--- src/hw/ipsa_pkg.sv ---
// Functional notes
// - The pin 3 select word routes its chosen input function to connector pin 3 and resets to 0882.
// - The pin 5 select word routes its chosen input function to connector pin 5 and resets to 0995.
// - The pin 5 select word is ignored while the control-change input is placed on pin 5.
// - The pin 5 select word is ignored while the placement word puts either stroke-end input on pin 5.
// - The pin 6 select word routes its chosen input function to connector pin 6 and resets to 0000.
// - The pin 7 select word routes its chosen input function to connector pin 7 and resets to 0000.
// - The stroke-end placement word overrides stroke-end placements made through the select words.
// - Forward placed on its default pin 6 lets the pin 6 word win; reverse on default pin 7 lets pin 7 win.
// - The lowest placement digit picks the forward pin, the next the reverse pin; the word resets to 0403.
//
// package of the input pin signal assignment block
// assumes a 32-bit AXI4-Lite register bus with byte addresses

package ipsa_pkg;

	// ************************************************************
	// register map
	// ************************************************************
	localparam logic [7:0] IPSA_ADDR_PIN3 = 8'h00;
	localparam logic [7:0] IPSA_ADDR_PIN5 = 8'h04;
	localparam logic [7:0] IPSA_ADDR_PIN6 = 8'h08;
	localparam logic [7:0] IPSA_ADDR_PIN7 = 8'h0C;
	localparam logic [7:0] IPSA_ADDR_STROKE = 8'h10;
	localparam logic [7:0] IPSA_ADDR_STATUS = 8'h14;

	localparam logic [15:0] IPSA_RST_PIN3 = 16'h0882;
	localparam logic [15:0] IPSA_RST_PIN5 = 16'h0995;
	localparam logic [15:0] IPSA_RST_PIN6 = 16'h0000;
	localparam logic [15:0] IPSA_RST_PIN7 = 16'h0000;
	localparam logic [15:0] IPSA_RST_STROKE = 16'h0403;

	// ************************************************************
	// field layout
	// ************************************************************
	localparam int IPSA_WORD_W = 16;
	localparam int IPSA_DIGIT_W = 4;
	localparam int IPSA_SPEED_LSB = 0;
	localparam int IPSA_TORQUE_LSB = 4;
	localparam int IPSA_FWD_LSB = 0;
	localparam int IPSA_REV_LSB = 4;
	localparam int IPSA_NUM_FUNC = 16;
	localparam int IPSA_NUM_PINS = 4;

	// pin index in pin_in
	localparam logic [1:0] IPSA_IDX_PIN3 = 2'h0;
	localparam logic [1:0] IPSA_IDX_PIN5 = 2'h1;
	localparam logic [1:0] IPSA_IDX_PIN6 = 2'h2;
	localparam logic [1:0] IPSA_IDX_PIN7 = 2'h3;

	// stroke-end placement digit codes
	localparam logic [3:0] IPSA_PLACE_NONE = 4'h0;
	localparam logic [3:0] IPSA_PLACE_PIN3 = 4'h1;
	localparam logic [3:0] IPSA_PLACE_PIN5 = 4'h2;
	localparam logic [3:0] IPSA_PLACE_PIN6 = 4'h3;
	localparam logic [3:0] IPSA_PLACE_PIN7 = 4'h4;

	// function codes in a select digit
	localparam logic [3:0] IPSA_FUNC_NONE = 4'h0;
	localparam logic [3:0] IPSA_FUNC_FWD_STROKE = 4'hE;
	localparam logic [3:0] IPSA_FUNC_REV_STROKE = 4'hF;

	// status word bit positions
	localparam int IPSA_ST_FWD = 16;
	localparam int IPSA_ST_REV = 17;
	localparam int IPSA_ST_CTRL_CHG = 18;
	localparam int IPSA_ST_EN_LSB = 20;

	// axi responses
	localparam logic [1:0] IPSA_RESP_OKAY = 2'h0;
	localparam logic [1:0] IPSA_RESP_SLVERR = 2'h2;
	localparam logic [1:0] IPSA_RESP_DECERR = 2'h3;

endpackage

--- src/hw/ipsa_pin_decode.sv ---
// one connector pin: select word digit to function vector
// assumes pin level is active high and synchronous to aclk

`timescale 1ns/100ps

module ipsa_pin_decode
	import ipsa_pkg::*;
(
	input wire logic [IPSA_WORD_W-1:0] sel_word, // select word of this pin
	input wire logic mode_torque, // 1 torque mode, 0 speed mode
	input wire logic word_enable, // word not overridden
	input wire logic pin_level, // pin input level
	output logic [IPSA_NUM_FUNC-1:0] func_vec // functions asserted by this pin
);

	logic [IPSA_DIGIT_W-1:0] code;

	// ************************************************************
	// digit pick and decode
	// ************************************************************
	always_comb
	begin
		code = mode_torque ? sel_word[IPSA_TORQUE_LSB +: IPSA_DIGIT_W]
			: sel_word[IPSA_SPEED_LSB +: IPSA_DIGIT_W];
		func_vec = '0;
		if (word_enable && (code != IPSA_FUNC_NONE) && pin_level)
		begin
			func_vec[code] = 1'b1;
		end
	end

endmodule

--- src/hw/ipsa_top.sv ---
// input pin signal assignment: select words, stroke-end placement, axi4-lite slave
// assumes pins and mode inputs synchronous to aclk; pin 5 control-change flag from outside

`timescale 1ns/100ps

module ipsa_top
	import ipsa_pkg::*;
(
	input wire logic aclk, // 20 MHz clock
	input wire logic aresetn, // synchronous reset, active low
	input wire logic [7:0] s_axi_awaddr, // write address
	input wire logic [2:0] s_axi_awprot, // write protection, unused
	input wire logic s_axi_awvalid, // write address valid
	output logic s_axi_awready, // write address ready
	input wire logic [31:0] s_axi_wdata, // write data
	input wire logic [3:0] s_axi_wstrb, // write byte strobes
	input wire logic s_axi_wvalid, // write data valid
	output logic s_axi_wready, // write data ready
	output logic [1:0] s_axi_bresp, // write response
	output logic s_axi_bvalid, // write response valid
	input wire logic s_axi_bready, // write response ready
	input wire logic [7:0] s_axi_araddr, // read address
	input wire logic [2:0] s_axi_arprot, // read protection, unused
	input wire logic s_axi_arvalid, // read address valid
	output logic s_axi_arready, // read address ready
	output logic [31:0] s_axi_rdata, // read data
	output logic [1:0] s_axi_rresp, // read response
	output logic s_axi_rvalid, // read data valid
	input wire logic s_axi_rready, // read data ready
	input wire logic [IPSA_NUM_PINS-1:0] pin_in, // pins 3,5,6,7 at index 0..3
	input wire logic mode_torque, // 1 torque mode, 0 speed mode
	input wire logic ctrl_chg_on_pin5, // control change placed on pin 5
	output logic [IPSA_NUM_FUNC-1:0] func_active, // resolved input functions
	output logic forward_stroke_end, // resolved forward stroke end
	output logic reverse_stroke_end, // resolved reverse stroke end
	output logic control_change_input // control change from pin 5
);

	// ************************************************************
	// declarations
	// ************************************************************
	logic [IPSA_WORD_W-1:0] pin3_select_word;
	logic [IPSA_WORD_W-1:0] pin5_select_word;
	logic [IPSA_WORD_W-1:0] pin6_select_word;
	logic [IPSA_WORD_W-1:0] pin7_select_word;
	logic [IPSA_WORD_W-1:0] stroke_end_placement;
	logic [IPSA_WORD_W-1:0] sel_words [IPSA_NUM_PINS];

	logic aw_held;
	logic w_held;
	logic [7:0] aw_addr;
	logic [31:0] w_data;
	logic [3:0] w_strb;
	logic do_write;
	logic [1:0] next_bresp;

	logic [IPSA_DIGIT_W-1:0] fwd_code;
	logic [IPSA_DIGIT_W-1:0] rev_code;
	logic fwd_valid;
	logic rev_valid;
	logic [1:0] fwd_idx;
	logic [1:0] rev_idx;
	logic fwd_override;
	logic rev_override;
	logic [IPSA_NUM_PINS-1:0] word_enable;
	logic [IPSA_NUM_FUNC-1:0] pin_funcs [IPSA_NUM_PINS];
	logic [IPSA_NUM_FUNC-1:0] next_func;
	logic next_fwd;
	logic next_rev;
	logic next_ctrl_chg;
	logic [31:0] next_rdata;
	logic [1:0] next_rresp;

	// ************************************************************
	// placement digit to pin index
	// ************************************************************
	function automatic logic [2:0] place_decode(input logic [IPSA_DIGIT_W-1:0] code);
		logic [2:0] r;
		r = 3'h0;
		case (code)
			IPSA_PLACE_PIN3: r = {1'b1, IPSA_IDX_PIN3};
			IPSA_PLACE_PIN5: r = {1'b1, IPSA_IDX_PIN5};
			IPSA_PLACE_PIN6: r = {1'b1, IPSA_IDX_PIN6};
			IPSA_PLACE_PIN7: r = {1'b1, IPSA_IDX_PIN7};
			default: r = 3'h0;
		endcase
		return r;
	endfunction

	// 16-bit register update under byte strobes
	function automatic logic [IPSA_WORD_W-1:0] merge(input logic [IPSA_WORD_W-1:0] old,
		input logic [31:0] data, input logic [3:0] strb);
		logic [IPSA_WORD_W-1:0] r;
		r = old;
		if (strb[0])
		begin
			r[7:0] = data[7:0];
		end
		if (strb[1])
		begin
			r[15:8] = data[15:8];
		end
		return r;
	endfunction

	// ************************************************************
	// axi write channel
	// ************************************************************
	assign s_axi_awready = !aw_held && !s_axi_bvalid;
	assign s_axi_wready = !w_held && !s_axi_bvalid;
	assign do_write = aw_held && w_held && !s_axi_bvalid;

	always_ff @(posedge aclk)
	begin
		if (!aresetn)
		begin
			aw_held <= 1'b0;
			aw_addr <= 8'h00;
		end
		else if (s_axi_awvalid && s_axi_awready)
		begin
			aw_held <= 1'b1;
			aw_addr <= s_axi_awaddr;
		end
		else if (do_write)
		begin
			aw_held <= 1'b0;
		end
	end

	always_ff @(posedge aclk)
	begin
		if (!aresetn)
		begin
			w_held <= 1'b0;
			w_data <= 32'h0000_0000;
			w_strb <= 4'h0;
		end
		else if (s_axi_wvalid && s_axi_wready)
		begin
			w_held <= 1'b1;
			w_data <= s_axi_wdata;
			w_strb <= s_axi_wstrb;
		end
		else if (do_write)
		begin
			w_held <= 1'b0;
		end
	end

	always_comb
	begin
		case (aw_addr)
			IPSA_ADDR_PIN3, IPSA_ADDR_PIN5, IPSA_ADDR_PIN6, IPSA_ADDR_PIN7, IPSA_ADDR_STROKE:
				next_bresp = IPSA_RESP_OKAY;
			IPSA_ADDR_STATUS: next_bresp = IPSA_RESP_SLVERR;
			default: next_bresp = IPSA_RESP_DECERR;
		endcase
	end

	always_ff @(posedge aclk)
	begin
		if (!aresetn)
		begin
			s_axi_bvalid <= 1'b0;
			s_axi_bresp <= IPSA_RESP_OKAY;
		end
		else if (do_write)
		begin
			s_axi_bvalid <= 1'b1;
			s_axi_bresp <= next_bresp;
		end
		else if (s_axi_bready)
		begin
			s_axi_bvalid <= 1'b0;
		end
	end

	// ************************************************************
	// configuration words
	// ************************************************************
	always_ff @(posedge aclk)
	begin
		if (!aresetn)
		begin
			pin3_select_word <= IPSA_RST_PIN3;
			pin5_select_word <= IPSA_RST_PIN5;
			pin6_select_word <= IPSA_RST_PIN6;
			pin7_select_word <= IPSA_RST_PIN7;
			stroke_end_placement <= IPSA_RST_STROKE;
		end
		else if (do_write)
		begin
			case (aw_addr)
				IPSA_ADDR_PIN3: pin3_select_word <= merge(pin3_select_word, w_data, w_strb);
				IPSA_ADDR_PIN5: pin5_select_word <= merge(pin5_select_word, w_data, w_strb);
				IPSA_ADDR_PIN6: pin6_select_word <= merge(pin6_select_word, w_data, w_strb);
				IPSA_ADDR_PIN7: pin7_select_word <= merge(pin7_select_word, w_data, w_strb);
				IPSA_ADDR_STROKE: stroke_end_placement <= merge(stroke_end_placement, w_data, w_strb);
				default: ;
			endcase
		end
	end

	// ************************************************************
	// stroke-end placement and word enables
	// ************************************************************
	assign fwd_code = stroke_end_placement[IPSA_FWD_LSB +: IPSA_DIGIT_W];
	assign rev_code = stroke_end_placement[IPSA_REV_LSB +: IPSA_DIGIT_W];

	always_comb
	begin
		{fwd_valid, fwd_idx} = place_decode(fwd_code);
		{rev_valid, rev_idx} = place_decode(rev_code);
		// default pin leaves the select word in charge
		fwd_override = fwd_valid && (fwd_code != IPSA_PLACE_PIN6);
		rev_override = rev_valid && (rev_code != IPSA_PLACE_PIN7);
	end

	assign sel_words[IPSA_IDX_PIN3] = pin3_select_word;
	assign sel_words[IPSA_IDX_PIN5] = pin5_select_word;
	assign sel_words[IPSA_IDX_PIN6] = pin6_select_word;
	assign sel_words[IPSA_IDX_PIN7] = pin7_select_word;

	genvar gi;
	generate
		for (gi = 0; gi < IPSA_NUM_PINS; gi++)
		begin : g_pin
			always_comb
			begin
				word_enable[gi] = 1'b1;
				if ((fwd_override && (fwd_idx == 2'(gi))) || (rev_override && (rev_idx == 2'(gi))))
				begin
					word_enable[gi] = 1'b0;
				end
				if ((2'(gi) == IPSA_IDX_PIN5) && ctrl_chg_on_pin5)
				begin
					word_enable[gi] = 1'b0;
				end
			end

			ipsa_pin_decode u_dec (
				.sel_word(sel_words[gi]),
				.mode_torque(mode_torque),
				.word_enable(word_enable[gi]),
				.pin_level(pin_in[gi]),
				.func_vec(pin_funcs[gi])
			);
		end
	endgenerate

	// ************************************************************
	// resolution of functions
	// ************************************************************
	always_comb
	begin
		next_func = '0;
		for (int i = 0; i < IPSA_NUM_PINS; i++)
		begin
			next_func = next_func | pin_funcs[i];
		end
		// placement word beats select-word stroke assignments
		if (fwd_override)
		begin
			next_fwd = pin_in[fwd_idx];
		end
		else
		begin
			next_fwd = next_func[IPSA_FUNC_FWD_STROKE];
		end
		if (rev_override)
		begin
			next_rev = pin_in[rev_idx];
		end
		else
		begin
			next_rev = next_func[IPSA_FUNC_REV_STROKE];
		end
		next_func[IPSA_FUNC_FWD_STROKE] = next_fwd;
		next_func[IPSA_FUNC_REV_STROKE] = next_rev;
		// stroke placement on pin 5 takes the pin from control change
		next_ctrl_chg = ctrl_chg_on_pin5 && word_enable[IPSA_IDX_PIN5] == 1'b0
			&& !((fwd_override && fwd_idx == IPSA_IDX_PIN5) || (rev_override && rev_idx == IPSA_IDX_PIN5))
			&& pin_in[IPSA_IDX_PIN5];
	end

	always_ff @(posedge aclk)
	begin
		if (!aresetn)
		begin
			func_active <= '0;
			forward_stroke_end <= 1'b0;
			reverse_stroke_end <= 1'b0;
			control_change_input <= 1'b0;
		end
		else
		begin
			func_active <= next_func;
			forward_stroke_end <= next_fwd;
			reverse_stroke_end <= next_rev;
			control_change_input <= next_ctrl_chg;
		end
	end

	// ************************************************************
	// axi read channel
	// ************************************************************
	assign s_axi_arready = !s_axi_rvalid;

	always_comb
	begin
		next_rdata = 32'h0000_0000;
		next_rresp = IPSA_RESP_OKAY;
		case (s_axi_araddr)
			IPSA_ADDR_PIN3: next_rdata[IPSA_WORD_W-1:0] = pin3_select_word;
			IPSA_ADDR_PIN5: next_rdata[IPSA_WORD_W-1:0] = pin5_select_word;
			IPSA_ADDR_PIN6: next_rdata[IPSA_WORD_W-1:0] = pin6_select_word;
			IPSA_ADDR_PIN7: next_rdata[IPSA_WORD_W-1:0] = pin7_select_word;
			IPSA_ADDR_STROKE: next_rdata[IPSA_WORD_W-1:0] = stroke_end_placement;
			IPSA_ADDR_STATUS:
			begin
				next_rdata[IPSA_NUM_FUNC-1:0] = func_active;
				next_rdata[IPSA_ST_FWD] = forward_stroke_end;
				next_rdata[IPSA_ST_REV] = reverse_stroke_end;
				next_rdata[IPSA_ST_CTRL_CHG] = control_change_input;
				next_rdata[IPSA_ST_EN_LSB +: IPSA_NUM_PINS] = word_enable;
			end
			default: next_rresp = IPSA_RESP_DECERR;
		endcase
	end

	always_ff @(posedge aclk)
	begin
		if (!aresetn)
		begin
			s_axi_rvalid <= 1'b0;
			s_axi_rdata <= 32'h0000_0000;
			s_axi_rresp <= IPSA_RESP_OKAY;
		end
		else if (s_axi_arvalid && s_axi_arready)
		begin
			s_axi_rvalid <= 1'b1;
			s_axi_rdata <= next_rdata;
			s_axi_rresp <= next_rresp;
		end
		else if (s_axi_rready)
		begin
			s_axi_rvalid <= 1'b0;
		end
	end

endmodule

--- config.mk ---
export PLATFORM = sky130hd
export DESIGN_NAME = ipsa_top
export DESIGN_NICKNAME = d
export VERILOG_FILES = /design/src/hw/ipsa_pkg.sv /design/src/hw/ipsa_pin_decode.sv /design/src/hw/ipsa_top.sv
export SDC_FILE = /design/constraint.sdc
export NUM_CORES = 1
export LEC_CHECK = 0
export ABC_AREA = 0
export BUFFER_PORTS_ARGS = -buffer_cell sky130_fd_sc_hd__buf_2
export CAP_MARGIN = 20
export CORE_UTILIZATION = 40
export DETAILED_ROUTE_END_ITERATION = 6
export GPL_TIMING_DRIVEN = 0
export HOLD_SLACK_MARGIN = 0.1
export PLACE_DENSITY = 0.62
export SLEW_MARGIN = 0
export SYNTH_ARGS = -nofsm -noshare
export SYNTH_HDL_FRONTEND = slang
export SYNTH_SLANG_ARGS = --single-unit
--- constraint.sdc ---
create_clock -name aclk -period 2.45 [get_ports aclk]
set_input_delay 0 -clock aclk [delete_from_list [all_inputs] [get_ports aclk]]
set_output_delay 0 -clock aclk [all_outputs]
set_load 0.05 [all_outputs]
==> results of run 1 <==
[cells in the mapped netlist (4+ instances only)]
cell type	n	share of area (%)
nor2b_1	7	0.60
o21ai_0	28	1.9
a31oi_1	19	1.6
buf_4	12	1.2
o2bb2ai_1	4	0.48
a21oi_1	96	6.6
nand2_1	207	11
inv_1	18	0.92
nor3b_1	17	1.7
nand2b_1	6	0.51
mux2i_1	34	4.7
nand3_1	25	1.7
dfxtp_1	153	42
a21oi_2	4	0.48
mux4_2	8	2.5
and3_2	4	0.41
and3b_1	5	0.60
o22ai_1	16	1.4
buf_2	14	0.96
o21a_1	6	0.62
buf_1	8	0.41
mux2_2	12	1.8
o32ai_1	4	0.48
nor3_1	14	0.96
a22oi_1	18	1.8
clkbuf_1	28	1.4
a32oi_1	5	0.60
nor2_1	53	2.7
nand4_1	5	0.43
a2bb2oi_1	6	0.72
nand2_2	4	0.34
and4_2	4	0.55
o211ai_1	5	0.51
[worst register-to-register path, cell delays in order, from the launching register on]
cell	delay (ns)
dfxtp_1	0.31
or4_4	0.55
nor3_4	0.30
buf_6	0.20
nand4_1	0.41
nand2_1	0.20
a21oi_1	0.09
[metrics by stage]
step	instances	util (%)
CTS	1308	51.01
global placement	1231	45.26
finish	1309	51.06
detailed placement	1231	45.26
global route	1308	51.04
floorplan	907	-
[where the power goes]
part           leakage, nW  internal (mW)  switching, mW
registers             1.24           2.53         0.0654
clock network        0.282           1.45           1.15
logic                 2.04          0.205          0.390
[layout make-up]
| class | count | area (sq um) |
|---|---|---|
| diodes | 1 | 2.502 |
| plain buffers | 67 | 342.8 |
| inverters | 18 | 67.56 |
| fillers | 1790 | 8762 |
| clock buffers | 18 | 439.2 |
| clock inverters | 14 | 140.1 |
| multi-input cells | 669 | 3872 |
| repair buffers | 140 | 925.9 |
| well taps | 229 | 286.5 |
| flip-flops and latches | 153 | 3063 |
[final timing paths]
kind                                          start                                     to
setup / recovery                            aresetn           s_axi_rdata[23]$_SDFFE_PN0P_
setup reg to reg            aw_addr[1]$_SDFFE_PN0P_  stroke_end_placement[12]$_SDFFE_PN0P_
hold / removal                         s_axi_wvalid                 w_strb[1]$_SDFFE_PN0P_
hold reg to reg   pin6_select_word[12]$_SDFFE_PN0P_      pin6_select_word[12]$_SDFFE_PN0P_
[layer usage]
layer	routed length, um	GRT usage, %	up-vias
met5	13	0	-
li1	-	-	3503
met1	11650	38.43	3434
met4	654	11.05	2
met3	2054	7.259	49
met2	11680	44.73	310
[cells by family (layout without fill, tap and decap cells)]
kind of cell    after synthesis  after routing  synth area share, %
compound gates              224            224                18.78
xor+xnor                      1              1               0.1199
buf+inv                      85            257                5.616
flops                       153            153                41.92
mux                          54             54                8.973
other cells                   1             11              0.05132
simple gates                380            380                24.54
[sequential cells by signal (all words and copies together), names as in the netlist, 8 cells and up]
register              cells
aw_addr                   8
pin5_select_word         16
func_active              16
pin7_select_word         16
s_axi_rdata              23
pin3_select_word         16
pin6_select_word         16
stroke_end_placement     16
w_data                   16
[cell usage in the layout (no fill, tap or decap), drive strengths merged, types with 19 or more instances in the layout]
master / n
clkbuf: 48
nor2: 53
a21oi: 100
dfxtp: 153
a31oi: 19
nand3: 26
mux2i: 34
o21ai: 28
buf: 132
dlygate4sd3: 45
nand2: 211
inv: 22
[what timing repair did]
item,CTS,global route
resized for setup,0,1
hold buffers,45,0
hold endpoints to repair,40,0
endpoints found under the setup margin,0,2
==> run_results.csv, run 1 <==
group,metric,value,unit
sta,hold_ws,0.1297,ns
setup_path,required,2.74,ns
cells_and_area,nets,1137,
clock_network,cts-htree-levels,4,
detailed_routing,num_vias,7298,
worst_hold_path,hold_path.class,"input pin to flip-flop",
sta,slew_headroom,43.50,%
power,vdd_drop_max,496.2,uV
cells_and_area,area_growth,25.09,%
synth,synthCells,898,
setup_path,reg2reg_depth,6,
floorplanning,start_util,40.82,%
setup_path,arrival,2.59,ns
sta,worst_slew_pin_slew,0.8475,ns
global_route,grt-ovfl-total,0,
synth,synth_flop_cell,"dfxtp_1",
synth,async_flop_share,0,%
detailed_routing,firstDrtPassIters,5,
cells_and_area,final_area,9140,sq um
detailed_routing,ant_nets,0,
sta,rsz0062_at_grt,"false",
setup_path,critical_path_depth,7,
setup_path,critPathTopFamily,"buffers and inverters",
power,p_leak,3.557,nW
placed_design,hpwl,19.41,mm
detailed_routing,drc_errors,0,
setup_path,r2r_setup_slack,0.24,ns
synth,yosysSeqAreaShare,41.92,%
floorplanning,num_rows,49,
job,max_cap_viol_count,0,
run_status,run_status,"complete, no violations",
global_route,track_usage,28.89,%
placed_design,io_buffers,95,
sta,layout_min_cycle_time,2.296,ns
setup_path,worst_path_largest_cell_delay,0.62,ns
setup_path,crit_slowest_cell,"buf_1",
setup_path,startpoint_type,"input pin",
floorplanning,fp.dieH,137.2,um
setup_path,crit_top_cell,"clkbuf_1",
global_route,grt_pass1_wl,39.53,mm
clock_network,numCtsBuffers,17,
setup_path,end_kind,"flip-flop",
setup_path,path_buf_inv,6,
synth,syn_area_per_cell,8.137,sq um
sta,fin_ws,0.1536,ns
sta,timing.fmax,0.4355,GHz
clock_network,cts_tree,"built",
sta,setup_violations,0,
sta,period_share,93.73,%
detailed_routing,drt-initial-drc-count,542,
setup_path,critPathKind,"input pin to flip-flop",
detailed_routing,wl,26.05,mm
worst_hold_path,hold_depth,4,
floorplanning,io_pins,131,
floorplanning,core,17900,sq um
synth,ys_warn_count,0,
floorplanning,die_w,137.2,um
sta,clock-skew-final,0.01767,ns
synth,synth.distinct_cells,63,
cells_and_area,drive_above_1_share,19.00,%
clock_network,clockBufferDepth,2,
clock_network,cts_sinks,153,
sta,timing.final.max_slew_violations,0,
clock_network,insertion_delay,0.44,ns
synth,synth_edf_count,0,
detailed_routing,via_per_inst,5.575,
synth,syn_area,7307,sq um
setup_path,path_cells,"dlygate4sd3_1 > buf_2 > inv_1 > clkbuf_1 > buf_1 > clkbuf_1 > nor2_1",
clock_network,cts-root-buf,"clkbuf_16",
power,total_power,5.788,mW
global_route,grt_start_max_net_pins,17,
floorplanning,dieArea,18810,sq um
clock_network,post-cts-setup-buffers,0,
sta,tns,0,ns
clock_network,cts.clk_slew.worst_paths,0.07,ns
sta,hold_viol_final,0,
setup_path,path_max_fanout,10,
placed_design,pre_cts_ws,0.09025,ns
detailed_routing,wl_per_cell,19.90,um
placed_design,placed_area,8103,sq um
synth,synth-seq-cells,153,
global_route,antenna_found_initial,2,
power,p_per_area,633.3,nW/um^2
global_route,grt_pass1_vias,6700,
placed_design,place_congestion,0.9768,
No activity file was read; power rests on OpenSTA's default activity.
==> run 2, diff against run 1 <==
BUFFER_PORTS_ARGS = -buffer_cell sky130_fd_sc_hd__clkbuf_2   (was -buffer_cell sky130_fd_sc_hd__buf_2)
==> run_results.csv, run 2 (synthesis gave the netlist of run 1 again) <==
group,metric,value,unit
cells_and_area,nFillCells,1782,
sta,rsz0062_at_grt,"false",
global_route,grt_pass1_wl,39.12,mm
cells_and_area,mostFrequentLayoutCell,"nand2_1",
power,p_leak,3.519,nW
global_route,grt_pass1_vias,6612,
power,pwr-share-seq,45.0,%
floorplanning,core,17900,sq um
cells_and_area,regMostFlops,"s_axi_rdata",
sta,hold_viol_final,0,
cells_and_area,nets,1137,
detailed_routing,num_vias,7273,
sta,layout_min_cycle_time,2.359,ns
clock_network,cts_tree,"built",
clock_network,cts.clk_slew.worst_paths,0.06,ns
setup_path,r2r-start,"stroke_end_placement[0]$_SDFFE_PN1P_",
detailed_routing,wl_per_cell,19.90,um
floorplanning,dieArea,18810,sq um
setup_path,critPathKind,"input pin to flip-flop",
worst_hold_path,min_from,"pin_in[0]",
setup_path,required,2.77,ns
sta,tns,0,ns
placed_design,io_buffers,95,
clock_network,cts_sinks,153,
floorplanning,die_w,137.2,um
detailed_routing,wl,26.02,mm
placed_design,hpwl,19.32,mm
sta,timing.fmax,0.4240,GHz
setup_path,setup.worst_path.start,"aresetn",
setup_path,startpoint_type,"input pin",
sta,slew_headroom,43.01,%
setup_path,path_max_fanout,10,
cells_and_area,final_area,9123,sq um
clock_network,cts-root-buf,"clkbuf_16",
sta,clock-skew-final,0.01227,ns
cells_and_area,layout_common_cells,"nand2_1 (207), dfxtp_1 (153), clkbuf_2 (98), a21oi_1 (96), nor2_1 (53)",
sta,period_share,96.27,%
setup_path,arrival,2.68,ns
placed_design,pre_cts_ws,0.2224,ns
floorplanning,num_rows,49,
sta,worst_slew_pin_slew,0.8549,ns
job,max_cap_viol_count,0,
worst_hold_path,hold_path.class,"input pin to flip-flop",
power,switchingPower,1.558,mW
global_route,grt-ovfl-total,0,
clock_network,cts-htree-levels,4,
detailed_routing,drt-initial-drc-count,575,
sta,hold_ws,0.1412,ns
cells_and_area,drive_above_1_share,18.65,%
clock_network,insertion_delay,0.44,ns
setup_path,end_kind,"flip-flop",
power,p_comb_share,10.3,%
detailed_routing,via_per_inst,5.560,
clock_network,clockBufferDepth,2,
floorplanning,io_pins,131,
placed_design,place_congestion,0.9770,
setup_path,r2r_setup_slack,0.11,ns
global_route,track_usage,28.74,%
detailed_routing,ant_nets,0,
run_status,run_status,"complete, no violations",
cells_and_area,area_growth,24.85,%
detailed_routing,drc_errors,0,
power,clkPwrFrac,44.7,%
placed_design,placed_area,8103,sq um
global_route,grt_start_max_net_pins,17,
detailed_routing,firstDrtPassIters,6,
sta,timing.final.max_slew_violations,0,
power,sw_frac_of_total,26.94,%
floorplanning,fp.dieH,137.2,um
power,p_per_area,634.1,nW/um^2
cells_and_area,largest_reg_flops,23,
clock_network,numCtsBuffers,17,
global_route,antenna_found_initial,1,
sta,fin_ws,0.09135,ns
floorplanning,start_util,40.82,%
power,vdd_drop_max,484.2,uV
clock_network,post-cts-setup-buffers,0,
power,p_int,4.227,mW
sta,setup_violations,0,
## run 2: cell count changes in the layout (fill, tap and decap cells not counted), moves of 2 or more
cell and delta:
clkinv_4 -2, clkbuf_8 +2, buf_2 -95, clkbuf_2 +96, clkinv_2 -2, clkbuf_1 +3
## run 2: what timing repair did
action                                 4_1_cts  5_1_grt
resized for setup                            0        1
setup endpoints to repair                    0        7
hold buffers                                45        0
endpoints found under the hold margin       42        0
## run 2: worst paths after layout
kind                                                           to  depth (start not counted)
worst max-delay path                      aw_addr[3]$_SDFFE_PN0P_                          7
worst min-delay path                   func_active[15]$_SDFF_PN0_                          5
worst max register to register          func_active[9]$_SDFF_PN0_                          5
worst min register to register  pin7_select_word[10]$_SDFFE_PN0P_                          2
## run 2: metal layers
metal | track usage [%] | vias to the layer above | share of wire, %
li1 | - | 3503 | -
met1 | 39.37 | 3394 | 45
met2 | 44.61 | 334 | 45
met3 | 5.037 | 42 | 7.2
met4 | 11.29 | 0 | 2.3
met5 | 0 | - | 0
## run 2: per-stage QoR
| stage | power (mW) | util [%] | instances |
|---|---|---|---|
| after floorplan | 2.998 | - | 907 |
| final | 5.785 | 50.96 | 1308 |
| after CTS | 5.792 | 50.94 | 1307 |
| after global routing | 5.966 | 50.94 | 1307 |
| after detailed placement | 3.189 | 45.26 | 1231 |
| after global placement | 3.189 | 45.26 | 1231 |
## run 2: critical path: stages
cell,delay (ns)
dlygate4sd3_1,0.53
clkbuf_2,0.16
inv_1,0.08
clkbuf_1,0.53
clkbuf_1,0.70
a21oi_1,0.07
dlygate4sd3_1,0.59
## run 2: power groups by stage
stage,combinational (mW),sequential [mW],clock [mW]
3_3_place_gp,0.534,2.65,0
4_1_cts,0.591,2.60,2.60
5_1_grt,0.645,2.61,2.71
2_1_floorplan,0.317,2.68,0
6_report,0.597,2.60,2.59
3_5_place_dp,0.534,2.66,0
## run 2: final cells by class
type                       count  area (sq um)  area share, %
antenna                        1         2.502        0.02743
buffer                        67         344.1          3.772
clock buffer                  23         478.0          5.239
clock inverter                 8         87.58         0.9601
inverter                      18         67.56         0.7406
multi-input combinational    669          3867          42.39
sequential                   153          3063          33.58
tap                          229         286.5          3.141
timing repair buffer         140         925.9          10.15
